==> config.mk <==
export PLATFORM = sky130hd
export DESIGN_NAME = pefc_top
export DESIGN_NICKNAME = d
export VERILOG_FILES = /design/src/design/pefc_pe_mux.v /design/src/design/pefc_pf_mux.v /design/src/design/pefc_top.v
export VERILOG_INCLUDE_DIRS = /design/src /design/src/common
export SDC_FILE = /design/constraint.sdc
export NUM_CORES = 1
export LEC_CHECK = 0
export BUFFER_PORTS_ARGS = -buffer_cell sky130_fd_sc_hd__buf_2
export CAP_MARGIN = 40
export CELL_PAD_IN_SITES_DETAIL_PLACEMENT = 0
export CELL_PAD_IN_SITES_GLOBAL_PLACEMENT = 1
export CORE_MARGIN = 2
export CORE_UTILIZATION = 30
export CTS_CLUSTER_SIZE = 40
export DETAILED_ROUTE_END_ITERATION = 16
export PLACE_DENSITY = 0.8
export SLEW_MARGIN = 20
export SYNTH_ARGS = -nofsm -noshare
export SYNTH_HDL_FRONTEND = slang
export SYNTH_SLANG_ARGS = --single-unit
==> constraint.sdc <==
create_clock -name MCLK_I -period 2.4 [get_ports MCLK_I]
set_input_delay 0.12 -clock MCLK_I [delete_from_list [all_inputs] [get_ports MCLK_I]]
set_output_delay 0.12 -clock MCLK_I [all_outputs]
set_load 0.05 [all_outputs]
==> src/common/pefc_map.vh <==
`ifndef PEFC_MAP_VH
`define PEFC_MAP_VH
// word offsets of the register words
`define PEFC_OFS_PE_FUNC     4'h0
`define PEFC_OFS_PF_DIR      4'h1
`define PEFC_OFS_PF_UPPER    4'h2
`define PEFC_OFS_MODE        4'h3
// reset values
`define PEFC_RST_PE_FUNC     5'h00
`define PEFC_RST_PF_DIR      16'h0000
`define PEFC_RST_PF_UPPER    16'h0015
// writable bits of the upper function select word
`define PEFC_UPPER_WMASK     16'hd555
// field positions in the upper function select word
`define PEFC_BIT_CLK_FLOAT   15
`define PEFC_BIT_PF15        14
`define PEFC_BIT_PF14        12
`define PEFC_BIT_PF13        10
`define PEFC_BIT_PF12        8
`define PEFC_BIT_PF11        6
`define PEFC_BIT_PF10        4
`define PEFC_BIT_PF9         2
`define PEFC_BIT_PF8         0
// operating modes
`define PEFC_MODE_EXP_NOROM  2'h0
`define PEFC_MODE_EXP_ROM    2'h1
`define PEFC_MODE_SINGLE     2'h2
`define PEFC_RD_LATENCY      1
`endif

==> src/design/pefc_pe_mux.v <==
`timescale 1ns/1ps
`include "pefc_map.vh"
module pefc_pe_mux (
	// control
	input  wire [1:0] mode_i,
	input  wire [4:0] func_i,
	// pin selection
	output wire [4:0] addr_sel_o
);
	genvar g;
	generate
		for (g = 0; g < 5; g = g + 1) begin : g_pin
			assign addr_sel_o[g] =
				(mode_i == `PEFC_MODE_EXP_NOROM) |
				((mode_i == `PEFC_MODE_EXP_ROM) & func_i[g]);
		end
	endgenerate
endmodule // pefc_pe_mux

==> src/design/pefc_pf_mux.v <==
`timescale 1ns/1ps
`include "pefc_map.vh"
module pefc_pf_mux (
	// control
	input  wire [1:0]  mode_i,
	input  wire [15:0] upper_i,
	// per-pin peripheral selection for pins 15..8
	output wire [7:0]  periph_sel_o
);
	wire expanded = (mode_i == `PEFC_MODE_EXP_NOROM) |
		(mode_i == `PEFC_MODE_EXP_ROM);
	genvar g;
	generate
		for (g = 0; g < 8; g = g + 1) begin : g_pin
			// function bit of pin 8+g sits at bit 2g
			assign periph_sel_o[g] = expanded & upper_i[2*g];
		end
	endgenerate
endmodule // pefc_pf_mux

==> src/design/pefc_top.v <==
`timescale 1ns/1ps
`include "pefc_map.vh"
// Functional notes
// - expanded ROM-off mode: port E pins 4..0 always drive address bits.
// - expanded ROM-on: function bit 0 gives general I/O, 1 address; reset 0.
// - single-chip: port E pins 4..0 are general I/O regardless of bits.
// - port F direction is 16-bit read/write, one bit per pin.
// - general I/O pin drives out when its direction bit is 1.
// - direction bit ignored when a peripheral or bus function is selected.
// - direction clears on power-on and hardware standby, not watchdog reset.
// - function selects load reset values on power-on and hardware standby.
// - upper select covers pins 15..8; 16-bit read/write register.
// - bit 15 zero drives system clock out, one floats it.
// - expanded: bit 14 makes pin 15 the bus request input.
// - expanded: bit 12 makes pin 14 the bus acknowledge output.
// - reserved odd bits read zero; software writes zero.
// - expanded: bit 10 makes pin 13 chip select three; resets 0.
// - expanded: bits 8 and 6 make pins 12, 11 chip selects two, one.
// - expanded: bits 4,2,0 select CS0, read strobe, wait input; reset 1.
module pefc_top (
	// clock and reset
	input  wire        MCLK_I,
	input  wire        SRST_I,
	// reset kinds and operating mode
	input  wire        POR_I,
	input  wire        WDT_POR_I,
	input  wire        HW_STANDBY_I,
	input  wire [1:0]  MODE_I,
	// avalon-mm slave
	input  wire [3:0]  AVS_ADDRESS_I,
	input  wire        AVS_READ_I,
	input  wire        AVS_WRITE_I,
	input  wire [31:0] AVS_WRITEDATA_I,
	input  wire [3:0]  AVS_BYTEENABLE_I,
	output reg  [31:0] AVS_READDATA_O,
	output reg         AVS_WAITREQUEST_O,
	// port e pins 4..0
	input  wire [4:0]  PE_PIN_I,
	output reg  [4:0]  PE_PIN_O,
	output reg  [4:0]  PE_PIN_OE_O,
	input  wire [4:0]  PE_GPIO_O_I,
	input  wire [4:0]  PE_GPIO_OE_I,
	input  wire [4:0]  ADDR_LOW_I,
	output reg  [4:0]  PE_GPIO_IN_O,
	// port f pins 15..0
	input  wire [15:0] PF_PIN_I,
	output reg  [15:0] PF_PIN_O,
	output reg  [15:0] PF_PIN_OE_O,
	input  wire [15:0] PF_GPIO_DATA_I,
	output reg  [15:0] PF_GPIO_IN_O,
	// bus functions of port f pins 15..8
	input  wire        BUS_ACK_I,
	input  wire [3:0]  CHIP_SELECT_I,
	input  wire        READ_STROBE_I,
	output reg         BUS_REQUEST_IN_O,
	output reg         WAIT_IN_O,
	// lower port f pins: peripheral select and drive from the lower unit
	input  wire [7:0]  PF_LOW_PERIPH_I,
	input  wire [7:0]  PF_LOW_PERIPH_O_I,
	input  wire [7:0]  PF_LOW_PERIPH_OE_I,
	// system clock pin
	input  wire        SYS_CLK_I,
	output reg         SYS_CLK_OUT_PIN_O,
	output reg         SYS_CLK_OUT_PIN_OE_O
);
	reg  [4:0]  pe_func_r;
	reg  [15:0] pf_dir_r;
	reg  [15:0] pf_upper_r;
	reg         ack_pend_r;
	reg  [31:0] rd_nxt;
	wire [4:0]  pe_addr_sel;
	wire [7:0]  pf_hi_sel;
	wire [15:0] pf_periph;
	wire        init_clr;
	wire        wr_go;
	wire        rd_go;

	// watchdog power-on reset leaves the pin registers alone
	assign init_clr = SRST_I | (POR_I & ~WDT_POR_I) | HW_STANDBY_I;
	// one wait cycle: the access completes on the edge after it is seen
	assign wr_go = AVS_WRITE_I & ack_pend_r;
	assign rd_go = AVS_READ_I & ack_pend_r;

	function [15:0] lane_merge;
		input [15:0] old;
		input [15:0] wd;
		input [1:0]  be;
		begin
			lane_merge = old;
			if (be[0])
				lane_merge[7:0] = wd[7:0];
			if (be[1])
				lane_merge[15:8] = wd[15:8];
		end
	endfunction

	pefc_pe_mux u_pe_mux (
		.mode_i     (MODE_I),
		.func_i     (pe_func_r),
		.addr_sel_o (pe_addr_sel)
	);

	pefc_pf_mux u_pf_mux (
		.mode_i       (MODE_I),
		.upper_i      (pf_upper_r),
		.periph_sel_o (pf_hi_sel)
	);

	assign pf_periph = {pf_hi_sel, PF_LOW_PERIPH_I};

	// bus handshake
	always @(posedge MCLK_I) begin
		if (SRST_I) begin
			ack_pend_r        <= 1'b0;
			AVS_WAITREQUEST_O <= 1'b1;
			AVS_READDATA_O    <= 32'h00000000;
		end else begin
			ack_pend_r        <= (AVS_READ_I | AVS_WRITE_I) & ~ack_pend_r;
			AVS_WAITREQUEST_O <= ~((AVS_READ_I | AVS_WRITE_I) & ~ack_pend_r);
			if (AVS_READ_I & ~ack_pend_r)
				AVS_READDATA_O <= rd_nxt;
		end
	end

	always @* begin
		case (AVS_ADDRESS_I)
		`PEFC_OFS_PE_FUNC:
			rd_nxt = {27'h0000000, pe_func_r};
		`PEFC_OFS_PF_DIR:
			rd_nxt = {16'h0000, pf_dir_r};
		`PEFC_OFS_PF_UPPER:
			rd_nxt = {16'h0000, pf_upper_r & `PEFC_UPPER_WMASK};
		`PEFC_OFS_MODE:
			rd_nxt = {30'h00000000, MODE_I};
		default:
			rd_nxt = 32'h00000000;
		endcase
	end

	// registers
	always @(posedge MCLK_I) begin
		if (init_clr) begin
			pe_func_r  <= `PEFC_RST_PE_FUNC;
			pf_dir_r   <= `PEFC_RST_PF_DIR;
			pf_upper_r <= `PEFC_RST_PF_UPPER;
		end else if (wr_go) begin
			case (AVS_ADDRESS_I)
			`PEFC_OFS_PE_FUNC:
				if (AVS_BYTEENABLE_I[0])
					pe_func_r <= AVS_WRITEDATA_I[4:0];
			`PEFC_OFS_PF_DIR:
				pf_dir_r <= lane_merge(pf_dir_r, AVS_WRITEDATA_I[15:0],
					AVS_BYTEENABLE_I[1:0]);
			`PEFC_OFS_PF_UPPER:
				pf_upper_r <= lane_merge(pf_upper_r, AVS_WRITEDATA_I[15:0],
					AVS_BYTEENABLE_I[1:0]) & `PEFC_UPPER_WMASK;
			default: begin
			end
			endcase
		end
	end

	// pin next values; registered below so every pin output is a flop

	// port e
	reg  [4:0]  pe_o_nxt;
	reg  [4:0]  pe_oe_nxt;
	reg  [4:0]  pe_in_nxt;

	// port f
	reg  [15:0] pf_o_nxt;
	reg  [15:0] pf_oe_nxt;
	reg  [15:0] pf_in_nxt;

	// bus inputs taken from port f pins, and the clock pin
	reg         bus_request_in_nxt;
	reg         wait_nxt;
	reg         ck_oe_nxt;

	always @* begin
		// port e: address output where selected, general i/o elsewhere
		pe_o_nxt  = (pe_addr_sel & ADDR_LOW_I) |
			(~pe_addr_sel & PE_GPIO_O_I);
		pe_oe_nxt = pe_addr_sel | PE_GPIO_OE_I;
		pe_in_nxt = PE_PIN_I & ~pe_addr_sel;

		// port f general i/o: the direction bit decides the drive
		pf_o_nxt  = PF_GPIO_DATA_I;
		pf_oe_nxt = pf_dir_r;
		pf_in_nxt = PF_PIN_I;
		bus_request_in_nxt  = 1'b0;
		wait_nxt  = 1'b0;

		// lower pins follow the lower function unit when it claims them
		pf_o_nxt[7:0]  = (~pf_periph[7:0] & PF_GPIO_DATA_I[7:0]) |
			(pf_periph[7:0] & PF_LOW_PERIPH_O_I);
		pf_oe_nxt[7:0] = (~pf_periph[7:0] & pf_dir_r[7:0]) |
			(pf_periph[7:0] & PF_LOW_PERIPH_OE_I);
		pf_in_nxt[7:0] = PF_PIN_I[7:0] & ~pf_periph[7:0];

		// pin 15: bus request is an input, direction bit ignored
		if (pf_periph[15]) begin
			pf_o_nxt[15]  = 1'b0;
			pf_oe_nxt[15] = 1'b0;
			pf_in_nxt[15] = 1'b0;
			bus_request_in_nxt      = PF_PIN_I[15];
		end

		// pin 14: bus acknowledge output
		if (pf_periph[14]) begin
			pf_o_nxt[14]  = BUS_ACK_I;
			pf_oe_nxt[14] = 1'b1;
			pf_in_nxt[14] = 1'b0;
		end

		// pin 13: chip select three
		if (pf_periph[13]) begin
			pf_o_nxt[13]  = CHIP_SELECT_I[3];
			pf_oe_nxt[13] = 1'b1;
			pf_in_nxt[13] = 1'b0;
		end

		// pin 12: chip select two
		if (pf_periph[12]) begin
			pf_o_nxt[12]  = CHIP_SELECT_I[2];
			pf_oe_nxt[12] = 1'b1;
			pf_in_nxt[12] = 1'b0;
		end

		// pin 11: chip select one
		if (pf_periph[11]) begin
			pf_o_nxt[11]  = CHIP_SELECT_I[1];
			pf_oe_nxt[11] = 1'b1;
			pf_in_nxt[11] = 1'b0;
		end

		// pin 10: chip select zero
		if (pf_periph[10]) begin
			pf_o_nxt[10]  = CHIP_SELECT_I[0];
			pf_oe_nxt[10] = 1'b1;
			pf_in_nxt[10] = 1'b0;
		end

		// pin 9: read strobe output
		if (pf_periph[9]) begin
			pf_o_nxt[9]  = READ_STROBE_I;
			pf_oe_nxt[9] = 1'b1;
			pf_in_nxt[9] = 1'b0;
		end

		// pin 8: wait is an input, direction bit ignored
		if (pf_periph[8]) begin
			pf_o_nxt[8]  = 1'b0;
			pf_oe_nxt[8] = 1'b0;
			pf_in_nxt[8] = 1'b0;
			wait_nxt     = PF_PIN_I[8];
		end

		// clock pin floats while its bit is set
		ck_oe_nxt = ~pf_upper_r[`PEFC_BIT_CLK_FLOAT];
	end

	// pins
	always @(posedge MCLK_I) begin
		if (SRST_I) begin
			PE_PIN_O             <= 5'h00;
			PE_PIN_OE_O          <= 5'h00;
			PE_GPIO_IN_O         <= 5'h00;
			PF_PIN_O             <= 16'h0000;
			PF_PIN_OE_O          <= 16'h0000;
			PF_GPIO_IN_O         <= 16'h0000;
			BUS_REQUEST_IN_O     <= 1'b0;
			WAIT_IN_O            <= 1'b0;
			SYS_CLK_OUT_PIN_O    <= 1'b0;
			SYS_CLK_OUT_PIN_OE_O <= 1'b0;
		end else begin
			PE_PIN_O             <= pe_o_nxt;
			PE_PIN_OE_O          <= pe_oe_nxt;
			PE_GPIO_IN_O         <= pe_in_nxt;
			PF_PIN_O             <= pf_o_nxt;
			PF_PIN_OE_O          <= pf_oe_nxt;
			PF_GPIO_IN_O         <= pf_in_nxt;
			BUS_REQUEST_IN_O     <= bus_request_in_nxt;
			WAIT_IN_O            <= wait_nxt;
			SYS_CLK_OUT_PIN_O    <= SYS_CLK_I;
			SYS_CLK_OUT_PIN_OE_O <= ck_oe_nxt;
		end
	end
endmodule // pefc_top

Word level (Yosys, flattened, before mapping)
Cells that the tools add are included.
{"block": "word_totals", "output_inout_bits": 100, "reg_bits": 131, "word_cells": 110}
{"block": "op_classes", "n_mux": 13, "eq_ne": 4, "n_reduce_logical": 17, "n_bitwise": 46}
{"cell": "16-bit case mux with 4 select lines", "n": 1}
{"cell": "8-bit AND", "n": 5}
{"cell": "2-bit OR reduction", "n": 10}
{"cell": "1-bit AND", "n": 17}
{"cell": "8-bit OR", "n": 2}
{"cell": "5-bit AND", "n": 3}
{"cell": "3-bit AND reduction", "n": 5}
{"cell": "1-bit two-way mux", "n": 12}
{"cell": "5-bit OR", "n": 2}
{"cell": "1-bit OR", "n": 9}
{"cell": "4-bit by 2-bit equality test with 1-bit output (second input constant)", "n": 2}
{"cell": "8-bit inverter", "n": 1}
{"cell": "1-bit inverter", "n": 6}
{"cell": "5-bit inverter", "n": 1}
{"cell": "4-bit by 1-bit equality test with 1-bit output (second input constant)", "n": 1}
{"cell": "4-bit logical NOT", "n": 1}
{"cell": "2-bit by 1-bit equality test with 1-bit output (second input constant)", "n": 1}
{"cell": "2-bit logical NOT", "n": 1}

Logic depth before layout (Yosys ltp)
Gate-level depths: netlist of the first run.
{"block": "logic_depth", "ltp_word": 6, "mapped_depth": 6}

Hierarchy
Synthesis of the first run repeated with hierarchy kept, for this count alone.
{"block": "hier_totals", "cells_unflattened": 455, "hier_area_um2": 4584.4}
{"mod": "pefc_top", "seq_area_each_um2": 2302.2, "area_per_inst_um2": 4490.6, "cells_each": 437, "instances": 1}
{"mod": "pefc_pf_mux", "seq_area_each_um2": 0.0, "area_per_inst_um2": 50.0, "cells_each": 8, "instances": 1}
{"mod": "pefc_pe_mux", "seq_area_each_um2": 0.0, "area_per_inst_um2": 43.8, "cells_each": 10, "instances": 1}

Least setup slack after synthesis of the first run
No wires, ideal clock.
{"block": "synth_timing", "kind": "reg2reg", "from": "reg ack_pend_r", "to": "reg pf_upper_r[6]", "n_path_buf": 1, "path_slack_ps": 1135, "path_stages_with_launch": 5, "arrival_ps": 1193, "cell_sequence": "dfxtp_1 nor4bb_4 buf_6 and3_2 mux2i_1"}
{"block": "synth_between", "elab_chain_len": 2}
{"element": "from (decl)", "line_no": "pefc_top.v:69", "source": "reg ack_pend_r;"}
{"element": "from (signal assigned)", "line_no": "pefc_top.v:118", "source": "ack_pend_r <= (AVS_READ_I | AVS_WRITE_I) & ~ack_pend_r;"}
{"element": "1-bit AND", "line_no": "pefc_top.v:81", "source": "assign wr_go = AVS_WRITE_I & ack_pend_r;"}
{"element": "3-bit AND reduction (no line)"}
{"element": "to (signal assigned)", "line_no": "pefc_top.v:145", "source": "pf_upper_r <= `PEFC_RST_PF_UPPER;"}
{"element": "to (signal assigned)", "line_no": "pefc_top.v:155", "source": "pf_upper_r <= lane_merge(pf_upper_r, AVS_WRITEDATA_I[15:0],"}
{"element": "to (decl)", "line_no": "pefc_top.v:68", "source": "reg [15:0] pf_upper_r;"}
No other way between the ends.
A chain may end at the register's enable or synchronous reset.

Worst setup path after layout of the first run
{"block": "layout_timing", "from": "reg ack_pend_r", "to": "reg pf_dir_r[3]"}
{"block": "layout_between", "elab_chain_len": 2}
{"element": "1-bit AND", "line_no": "pefc_top.v:81"}
{"element": "3-bit AND reduction (no line)"}
{"element": "to (signal assigned)", "line_no": "pefc_top.v:144", "source": "pf_dir_r <= `PEFC_RST_PF_DIR;"}
{"element": "to (signal assigned)", "line_no": "pefc_top.v:152", "source": "pf_dir_r <= lane_merge(pf_dir_r, AVS_WRITEDATA_I[15:0],"}
{"element": "to (decl)", "line_no": "pefc_top.v:67", "source": "reg [15:0] pf_dir_r;"}
No other way between the ends.

==> results.sh, run 1 <==
export IMPL_gp_congestion=0.8219
export IMPL_grt_overflow=0
export IMPL_first_global_vias=4631
export IMPL_portBuffers=197
export IMPL_yosys_area_top_type="dfxtp_1"
export IMPL_worst_pin_slew_ns=0.8024
export IMPL_power_density_nw_per_um2=728.1
export IMPL_status="finished clean"
export IMPL_antennaDiodeCount=0
export IMPL_yosys_top_cells_area="dfxtp_1 (50%), mux2i_1 (9.6%), o211ai_1 (7.1%)"
export IMPL_die_y_um=127.5
export IMPL_worstSetupStartpoint="ack_pend_r"
export IMPL_yosysMostFrequentCell="dfxtp_1"
export IMPL_layout_drive_gt1_share=0.3222
export IMPL_hold_depth=3
export IMPL_synth_compound_area_frac=0.1545
export IMPL_num_vias=4540
export IMPL_worst_clock_skew_ns=0.007644
export IMPL_cts_buffer_depth=2
export IMPL_wl_per_cell_um=16.33
export IMPL_rsz0062_at_grt="false"
export IMPL_stdcell_area_um2=7164
export IMPL_clk_latency_ns=0.40
export IMPL_fin_tns_setup_ns=0
export IMPL_min_path_type="in -> reg"
export IMPL_cts_setup_buffers=0
export IMPL_crit_required_ns=2.73
export IMPL_path_class="reg -> reg"
export IMPL_r2r_end="pf_dir_r[3]"
export IMPL_clock_sinks=115
export IMPL_synthAdderAreaFrac=0
export IMPL_synthToLayoutAreaGrowth_pct=56.53
export IMPL_grt_total_usage=0.1873
export IMPL_antenna_left=0
export IMPL_min_delay_start="AVS_WRITEDATA_I[11]"
export IMPL_cts_tree="yes"
export IMPL_synth_top_family_by_area="simple AND/OR/NAND/NOR gates"
export IMPL_yosys_warnings=0
export IMPL_synth_top_area_frac=0.5030
export IMPL_drv_cap=0
export IMPL_antenna_found_initial=0
export IMPL_core_um2=15030
export IMPL_synth_simple_area_share=0.1711
export IMPL_peakVddDrop_v=0.0003914
export IMPL_stdcell_count=936
export IMPL_synth_ff_type="dfxtp_1"
export IMPL_hold_end="pf_dir_r[11]"
export IMPL_hold_violations=0
export IMPL_start_util=0.3045
export IMPL_cts_root_buffer="clkbuf_16"
export IMPL_synth_edff_count=0
export IMPL_rows=45
export IMPL_syn_instance_count=454
export IMPL_ys_seq_area_frac=0.5030
export IMPL_grt_max_degree=73
export IMPL_placed_cells=813
export IMPL_drtIter0Drc=418
export IMPL_cts_made_buffers=17
export IMPL_drc=0
export IMPL_yosys_register_bits=115
export IMPL_dp_hpwl_um=10420
export IMPL_p_leak_nw=3.291
export IMPL_cp_max_fo=8
export IMPL_fin_crit_sh=0.7403
export IMPL_fmax_mhz=562.8
export IMPL_hold_buffers=93
export IMPL_placed_area_um2=5644
export IMPL_reg2reg_setup_slack_ns=0.62
export IMPL_synth_xor_area_frac=0
export IMPL_critPathLaunchType="register"
export IMPL_critPathCaptureType="register"
export IMPL_io_pins=232
export IMPL_cts_resized=0
export IMPL_min_period_ns=1.777
export IMPL_first_pass_iters=5
export IMPL_path_clk_slew_ns=0.05
export IMPL_ff2ff_path_depth=3
export IMPL_grt_pass1_wl_um=23720
export IMPL_muxShareOfSynthArea=0.1036
export IMPL_cts_max_level=4
export IMPL_wl_um=15290
export IMPL_syn_area_um2=4577
export IMPL_holdWs_ns=0.01676
export IMPL_yosys_cell_types_count=38
export IMPL_avgSynthCellArea_um2=10.08
export IMPL_dieArea_um2=16260
export IMPL_vias_per_cell=4.850
export IMPL_cp_arrival_ns=2.10
export IMPL_r2r_start="ack_pend_r"
export IMPL_synthTopCellsByCount="dfxtp_1 (115), nor2_1 (51), mux2i_1 (44)"
export IMPL_max_slew_margin_rel=0.4628
export IMPL_async_flop_share=0
export IMPL_drv_slew=0
export IMPL_setup_viol=0
export IMPL_n_fill_cell=1370
export IMPL_finalNetCount=869
export IMPL_die_w_um=127.5
-- cell usage in the layout, fill, tap and decap left out, drive strengths merged, types with 5 or more instances in the layout --
| cell | count |
|---|---|
| nand2 | 8 |
| and3 | 5 |
| mux2i | 44 |
| a21oi | 17 |
| and3b | 12 |
| nor2b | 16 |
| clkbuf | 26 |
| and2 | 5 |
| nand4 | 5 |
| inv | 9 |
| o211ai | 43 |
| o21ai | 17 |
| buf | 205 |
| dfxtp | 115 |
| conb | 16 |
| a32oi | 6 |
| nor3b | 21 |
| nor2 | 51 |
| o21a | 6 |
| dlygate4sd3 | 93 |
-- metrics by stage --
stage / worst slack [ns] / power (mW) / util
2_1_floorplan: 1.135 / 2.459 / -
3_3_place_gp: 0.7206 / 2.634 / 0.3754
3_5_place_dp: 0.6736 / 2.646 / 0.3754
4_1_cts: 0.6425 / 5.256 / 0.4766
5_1_grt: 0.4946 / 5.411 / 0.4766
6_report: 0.6233 / 5.216 / 0.4766
-- how the worst max path moves through the flow --
stage                     to  slack (ns)  cells after the start
3_5_place_dp     pf_dir_r[3]        0.67                      3
6_report         pf_dir_r[3]        0.62                      3
3_3_place_gp     pf_dir_r[5]        0.72                      3
5_1_grt         pf_dir_r[15]        0.49                      3
2_1_floorplan  pf_upper_r[6]        1.13                      4
4_1_cts          pf_dir_r[3]        0.64                      3
-- cell families (layout without fill, tap and decap cells) --
| logic type | Yosys count | in the layout |
|---|---|---|
| muxes | 47 | 47 |
| AOI/OAI and AO/OA | 103 | 103 |
| DFF | 115 | 115 |
| other | 1 | 16 |
| and+or+nand+nor | 130 | 130 |
| buffers and inverters | 58 | 337 |
-- power by group --
group	switching (mW)	leakage (nW)	internal (mW)
registers	0.0159	0.941	1.97
logic	0.476	2.06	0.278
clock network	0.800	0.292	1.68
total	1.29	3.29	3.92
-- worst max-delay path: stages (launching register included) --
cell	delay, ns
dfxtp_1	0.41
nor4bb_4	0.45
and3_1	0.58
mux2i_1	0.25
-- area by class of cell --
cell class | count | area [um2] | area share
Sequential cell | 115 | 2302 | 0.3213
Multi-Input combinational cell | 296 | 2027 | 0.2829
Clock buffer | 26 | 519.2 | 0.07248
Clock inverter | 4 | 70.07 | 0.009780
Tap cell | 188 | 235.2 | 0.03283
Timing Repair Buffer | 298 | 1977 | 0.2759
Inverter | 9 | 33.78 | 0.004715
-- registers in the layout (all words and copies together) (netlist names) --
name and cells:
AVS_READDATA_O 16, PF_GPIO_IN_O 16, PF_PIN_OE_O 16, PF_PIN_O 16, pf_dir_r 16, pf_upper_r 9
PE_GPIO_IN_O 5, PE_PIN_OE_O 5, PE_PIN_O 5, pe_func_r 5, AVS_WAITREQUEST_O 1, BUS_REQUEST_IN_O 1
SYS_CLK_OUT_PIN_O 1, SYS_CLK_OUT_PIN_OE_O 1, WAIT_IN_O 1, ack_pend_r 1
-- layer usage --
layer  GRT usage  up-vias  wire [um]  part of all wire
met4     0.06464        0        198             0.013
met5           0        -          0                 0
met2      0.3284      201       7683              0.50
li1            -     2163          -                 -
met1      0.2168     2164       6322              0.41
met3     0.05653       12       1085             0.071
(Power assumes the default switching activity.)
==> run 2, diff against run 1 <==
clock period = 1.7 ns   (was 2.4 ns; I/O delays follow)
==> run 2 against run 1 <==
Worst hold slack gained 0.00085 ns. Combinational power up 43%. Clock power rose by 32%. Sequential share of layout area is 0.27 points lower. Clock skew down 0.0012 ns. First-iteration DRC count down 52%. Wire length fell by 0.92%. Critical path depth is 1 higher. Largest cell class unchanged. Largest power group unchanged.
==> results.sh, run 2 (synthesis gave the netlist of run 1 again) <==
export IMPL_rows=45
export IMPL_dp_hpwl_um=10560
export IMPL_grt_total_usage=0.1832
export IMPL_critPathLaunchType="register"
export IMPL_cts_setup_buffers=0
export IMPL_placed_cells=820
export IMPL_cts_buffer_depth=2
export IMPL_wl_um=15150
export IMPL_fin_tns_setup_ns=0
export IMPL_clk_latency_ns=0.41
export IMPL_worst_pin_slew_ns=0.6320
export IMPL_p_leak_nw=3.333
export IMPL_n_fill_cell=1380
export IMPL_wl_per_cell_um=16.00
export IMPL_swShare=0.2592
export IMPL_crit_required_ns=1.98
export IMPL_core_um2=15030
export IMPL_min_path_type="in -> reg"
export IMPL_cts_root_buffer="clkbuf_16"
export IMPL_antenna_left=0
export IMPL_peakVddDrop_v=0.0006501
export IMPL_start_util=0.3045
export IMPL_power_density_nw_per_um2=989.7
export IMPL_final_cell_mix="buf_2 (197), dfxtp_1 (115), dlygate4sd3_1 (96)"
export IMPL_setup_viol=0
export IMPL_p_comb_frac=0.151
export IMPL_min_delay_start="AVS_WRITE_I"
export IMPL_gp_congestion=0.8473
export IMPL_vias_per_cell=4.777
export IMPL_stdcell_count=947
export IMPL_cp_max_fo=3
export IMPL_antenna_found_initial=0
export IMPL_clock_sinks=115
export IMPL_max_slew_margin_rel=0.5759
export IMPL_path_clk_slew_ns=0.05
export IMPL_grt_max_degree=73
export IMPL_path_class="reg -> reg"
export IMPL_p_int_mw=5.297
export IMPL_grt_pass1_wl_um=23090
export IMPL_fmax_mhz=631.3
export IMPL_min_period_ns=1.584
export IMPL_grt_overflow=0
export IMPL_first_pass_iters=4
export IMPL_worst_clock_skew_ns=0.006448
export IMPL_rsz0062_at_grt="false"
export IMPL_power_switching_mw=1.854
export IMPL_worstSetupStartpoint="pf_upper_r[8]"
export IMPL_final_common_cell="buf_2"
export IMPL_cts_tree="yes"
export IMPL_antennaDiodeCount=0
export IMPL_fin_crit_sh=0.9318
export IMPL_first_global_vias=4569
export IMPL_hold_violations=0
export IMPL_critPathCaptureType="register"
export IMPL_hold_depth=2
export IMPL_cts_max_level=4
export IMPL_seqPwrFrac=0.392
export IMPL_multi_input_area_um2=2029
export IMPL_drv_cap=0
export IMPL_seq_area_um2=2302
export IMPL_finalNetCount=879
export IMPL_ff2ff_path_depth=4
export IMPL_die_y_um=127.5
export IMPL_power_frac_clock=0.457
export IMPL_cts_made_buffers=17
export IMPL_cp_arrival_ns=1.86
export IMPL_drv_slew=0
export IMPL_num_vias=4524
export IMPL_synthToLayoutAreaGrowth_pct=57.87
export IMPL_r2r_start="pf_upper_r[8]"
export IMPL_dieArea_um2=16260
export IMPL_status="finished clean"
export IMPL_layout_drive_gt1_share=0.3294
export IMPL_drtIter0Drc=199
export IMPL_portBuffers=197
export IMPL_drc=0
export IMPL_die_w_um=127.5
export IMPL_io_pins=232
[run 2: area by class of cell]
| type | count | share of cell area |
|---|---|---|
| flip-flops and latches | 115 | 0.3186 |
| repair buffers | 308 | 0.2868 |
| multi-input cells | 296 | 0.2809 |
| clock buffers | 27 | 0.07377 |
| well taps | 188 | 0.03255 |
| inverters | 9 | 0.004675 |
| clock inverters | 4 | 0.002771 |
[run 2: routing by layer]
metal,up-vias,global-route usage,routed length (um)
li1,2190,-,-
met1,2116,0.2120,6368
met4,0,0.08403,435
met3,31,0.05528,1039
met2,187,0.3111,7305
met5,-,0,0
[run 2: timing repair]
item | 4_1_cts | 5_1_grt
endpoints found under the hold margin | 75 | 0
gates resized for setup | 0 | 1
setup endpoints to repair | 0 | 1
hold buffers | 96 | 0
[run 2: path summary, 6_finish.rpt]
| check | slack (ns) | end |
|---|---|---|
| worst max register to register | 0.12 | PF_PIN_O[12] |
| worst max-delay path | 0.12 | PF_PIN_O[12] |
| worst min register to register | 0.45 | AVS_READDATA_O[12] |
| worst min-delay path | 0.02 | ack_pend_r |
[run 2: power groups by stage]
stage | Combinational, mW | Clock (mW) | Sequential [mW]
2_1_floorplan | 0.335 | 0 | 3.14
3_3_place_gp | 0.874 | 0 | 2.85
3_5_place_dp | 0.889 | 0 | 2.86
4_1_cts | 1.07 | 3.33 | 2.80
5_1_grt | 1.14 | 3.47 | 2.81
6_report | 1.08 | 3.27 | 2.80
[run 2: worst max-delay path, cell delays in order, from the launching register on]
cell	delay [ns]
dfxtp_1	0.36
nor2b_1	0.28
mux2i_1	0.20
dlygate4sd3_1	0.57
nor2_1	0.05
[run 2: stage by stage]
step / area, um2 / power [mW] / hold slack, ns / worst slack, ns / utilization
after floorplan: 4633 / 3.472 / 0.1608 / 0.4349 / -
after global placement: 5709 / 3.727 / 0.2876 / 0.3296 / 0.3798
after detailed placement: 5709 / 3.747 / 0.2899 / 0.2686 / 0.3798
after CTS: 7223 / 7.194 / 0.003485 / 0.1069 / 0.4805
after global routing: 7226 / 7.418 / 0.004367 / 0.02789 / 0.4806
final: 7226 / 7.151 / 0.01762 / 0.1159 / 0.4806
==> run 3, diff against run 2 <==
GPL_TIMING_DRIVEN = 0   (was default)
==> run 3 against run 2 <==
Flip-flop and latch count unchanged. Non-clock buffer count increased by 33. Critical path depth unchanged. Utilization increased by 1.8 points. Cell count increased by 3.6%. Worst hold slack improved by 0.0068 ns. Sequential share of layout area decreased by 1.1 points. Wire length increased by 9.7%. Die area unchanged. Power increased by 11%. Critical path type unchanged.
==> results.sh, run 3 (synthesis gave the netlist of run 1 again) <==
export IMPL_worst_clock_skew_ns=0.007856
export IMPL_cp_max_fo=3
export IMPL_layout_drive_gt1_share=0.3367
export IMPL_finalNetCount=912
export IMPL_seqPwrFrac=0.352
export IMPL_hold_violations=0
export IMPL_wl_um=16620
export IMPL_antenna_left=0
export IMPL_cts_tree="yes"
export IMPL_path_class="reg -> reg"
export IMPL_crit_required_ns=1.97
export IMPL_antenna_found_initial=0
export IMPL_clk_latency_ns=0.41
export IMPL_peakVddDrop_v=0.0006717
export IMPL_n_fill_cell=1369
export IMPL_final_common_cell="buf_2"
export IMPL_fmax_mhz=621.8
export IMPL_first_pass_iters=4
export IMPL_p_comb_frac=0.142
export IMPL_stdcell_area_um2=7493
export IMPL_die_y_um=127.5
export IMPL_reg2reg_setup_slack_ns=0.09
export IMPL_fin_tns_setup_ns=0
export IMPL_num_vias=4693
export IMPL_min_path_type="in -> reg"
export IMPL_grt_total_usage=0.2024
export IMPL_cts_max_level=4
export IMPL_clock_sinks=115
export IMPL_gp_congestion=0.8344
export IMPL_cts_made_buffers=17
export IMPL_max_slew_margin_rel=0.5477
export IMPL_power_switching_mw=1.972
export IMPL_holdWs_ns=0.02441
export IMPL_grtUsageMet2=0.3636
export IMPL_power_density_nw_per_um2=1062
export IMPL_portBuffers=195
export IMPL_critPathCaptureType="register"
export IMPL_ff2ff_path_depth=4
export IMPL_p_int_mw=5.983
export IMPL_dieArea_um2=16260
export IMPL_min_delay_start="AVS_WRITEDATA_I[6]"
export IMPL_drv_cap=0
export IMPL_rows=45
export IMPL_antennaDiodeCount=0
export IMPL_hold_end="pf_upper_r[6]"
export IMPL_crit_slowest_cell="dlygate4sd3_1"
export IMPL_path_buf_inv=1
export IMPL_status="finished clean"
export IMPL_io_pins=232
export IMPL_crit_family="buffers and inverters"
export IMPL_use_met3=0.04816
export IMPL_placed_area_um2=5844
export IMPL_r2r_start="pf_upper_r[12]"
export IMPL_r2r_end="PF_PIN_O[14]"
export IMPL_hold_depth=3
export IMPL_path_clk_slew_ns=0.06
export IMPL_min_period_ns=1.608
export IMPL_busiest_layer="met2"
export IMPL_max_stage_delay_ns=0.56
export IMPL_critPathLaunchType="register"
export IMPL_power_frac_clock=0.506
export IMPL_rsz0062_at_grt="false"
export IMPL_cp_cell_sequence="nor2b_1 -> mux2i_1 -> dlygate4sd3_1 -> nor2_1"
export IMPL_drv_slew=0
export IMPL_final_cell_mix="buf_2 (206), dfxtp_1 (115), dlygate4sd3_1 (97)"
export IMPL_vias_per_cell=4.784
export IMPL_swShare=0.2479
export IMPL_start_util=0.3045
export IMPL_grt_pass1_wl_um=25400
export IMPL_p_leak_nw=3.462
export IMPL_drtIter0Drc=305
export IMPL_core_um2=15030
export IMPL_first_global_vias=4895
export IMPL_grt_use_met1=0.2356
export IMPL_dp_hpwl_um=12070
export IMPL_cp_arrival_ns=1.88
export IMPL_wl_per_cell_um=16.94
export IMPL_worst_pin_slew_ns=0.6785
export IMPL_cts_root_buffer="clkbuf_16"
export IMPL_drc=0
export IMPL_die_w_um=127.5
export IMPL_grt_overflow=0
export IMPL_fin_crit_sh=0.9460
export IMPL_grt_max_degree=17
export IMPL_setup_viol=0
export IMPL_cts_buffer_depth=2
export IMPL_cts_setup_buffers=0
export IMPL_synthToLayoutAreaGrowth_pct=63.72
==> run 3: cell count changes in the layout (fill, tap and decap cells not counted), moves of 4 or more <==
cell / delta
buf_1: +5
buf_4: +4
clkbuf_8: -6
bufinv_16: +6
buf_2: +9
clkbuf_1: +11
clkinvlp_4: +4
==> run 3: worst min-delay path: stages <==
cell	delay [ns]
buf_2	0.10
o211ai_1	0.12
mux2i_1	0.09
==> run 3: area by class of cell <==
type | instances | area (um2) | share of cell area
well taps | 188 | 235.2 | 0.03139
clock inverters | 14 | 234.0 | 0.03122
multi-input cells | 296 | 2029 | 0.2708
plain buffers | 49 | 272.8 | 0.03640
repair buffers | 292 | 1947 | 0.2598
flip-flops and latches | 115 | 2302 | 0.3072
clock buffers | 18 | 439.2 | 0.05861
inverters | 9 | 33.78 | 0.004508
==> run 3: layer usage <==
layer	vias up	wire length, um
met5	-	0
met4	0	280
met3	22	1046
met2	182	8390
met1	2225	6902
li1	2264	-
==> run 3: how the worst max path moves through the flow <==
stage | startpoint | endpoint | slack [ns] | cells after the start
global route | pf_upper_r[12] | PF_PIN_O[14] | 0.006 | 4
floorplan | ack_pend_r | pf_upper_r[6] | 0.43 | 4
global placement | SRST_I | PF_PIN_O[10] | -0.02 | 5
CTS | pf_upper_r[10] | PF_PIN_O[13] | 0.06 | 4
finish | pf_upper_r[12] | PF_PIN_O[14] | 0.09 | 4
detailed placement | SRST_I | PF_PIN_O[7] | -0.05 | 5
==> run 3: power groups by stage <==
stage	Sequential (mW)	Combinational, mW	Clock [mW]
floorplan	3.14	0.335	0
global placement	2.85	0.921	0
detailed placement	2.86	0.938	0
CTS	2.80	1.12	4.07
global route	2.81	1.20	4.21
finish	2.80	1.13	4.02
==> run 3: metrics by stage <==
step	total power [mW]	cells	worst slack [ns]	utilization
3_5_place_dp	3.796	852	-0.05326	0.3888
4_1_cts	7.993	981	0.06330	0.4981
2_1_floorplan	3.472	469	0.4349	-
5_1_grt	8.218	981	0.006188	0.4985
3_3_place_gp	3.775	852	-0.01545	0.3888
6_report	7.955	981	0.09183	0.4985
==> run 3: repair_timing <==
action	CTS	global route
hold buffers	97	0
endpoints found under the hold margin	74	0
endpoints found under the setup margin	0	2
gates resized for setup	0	2
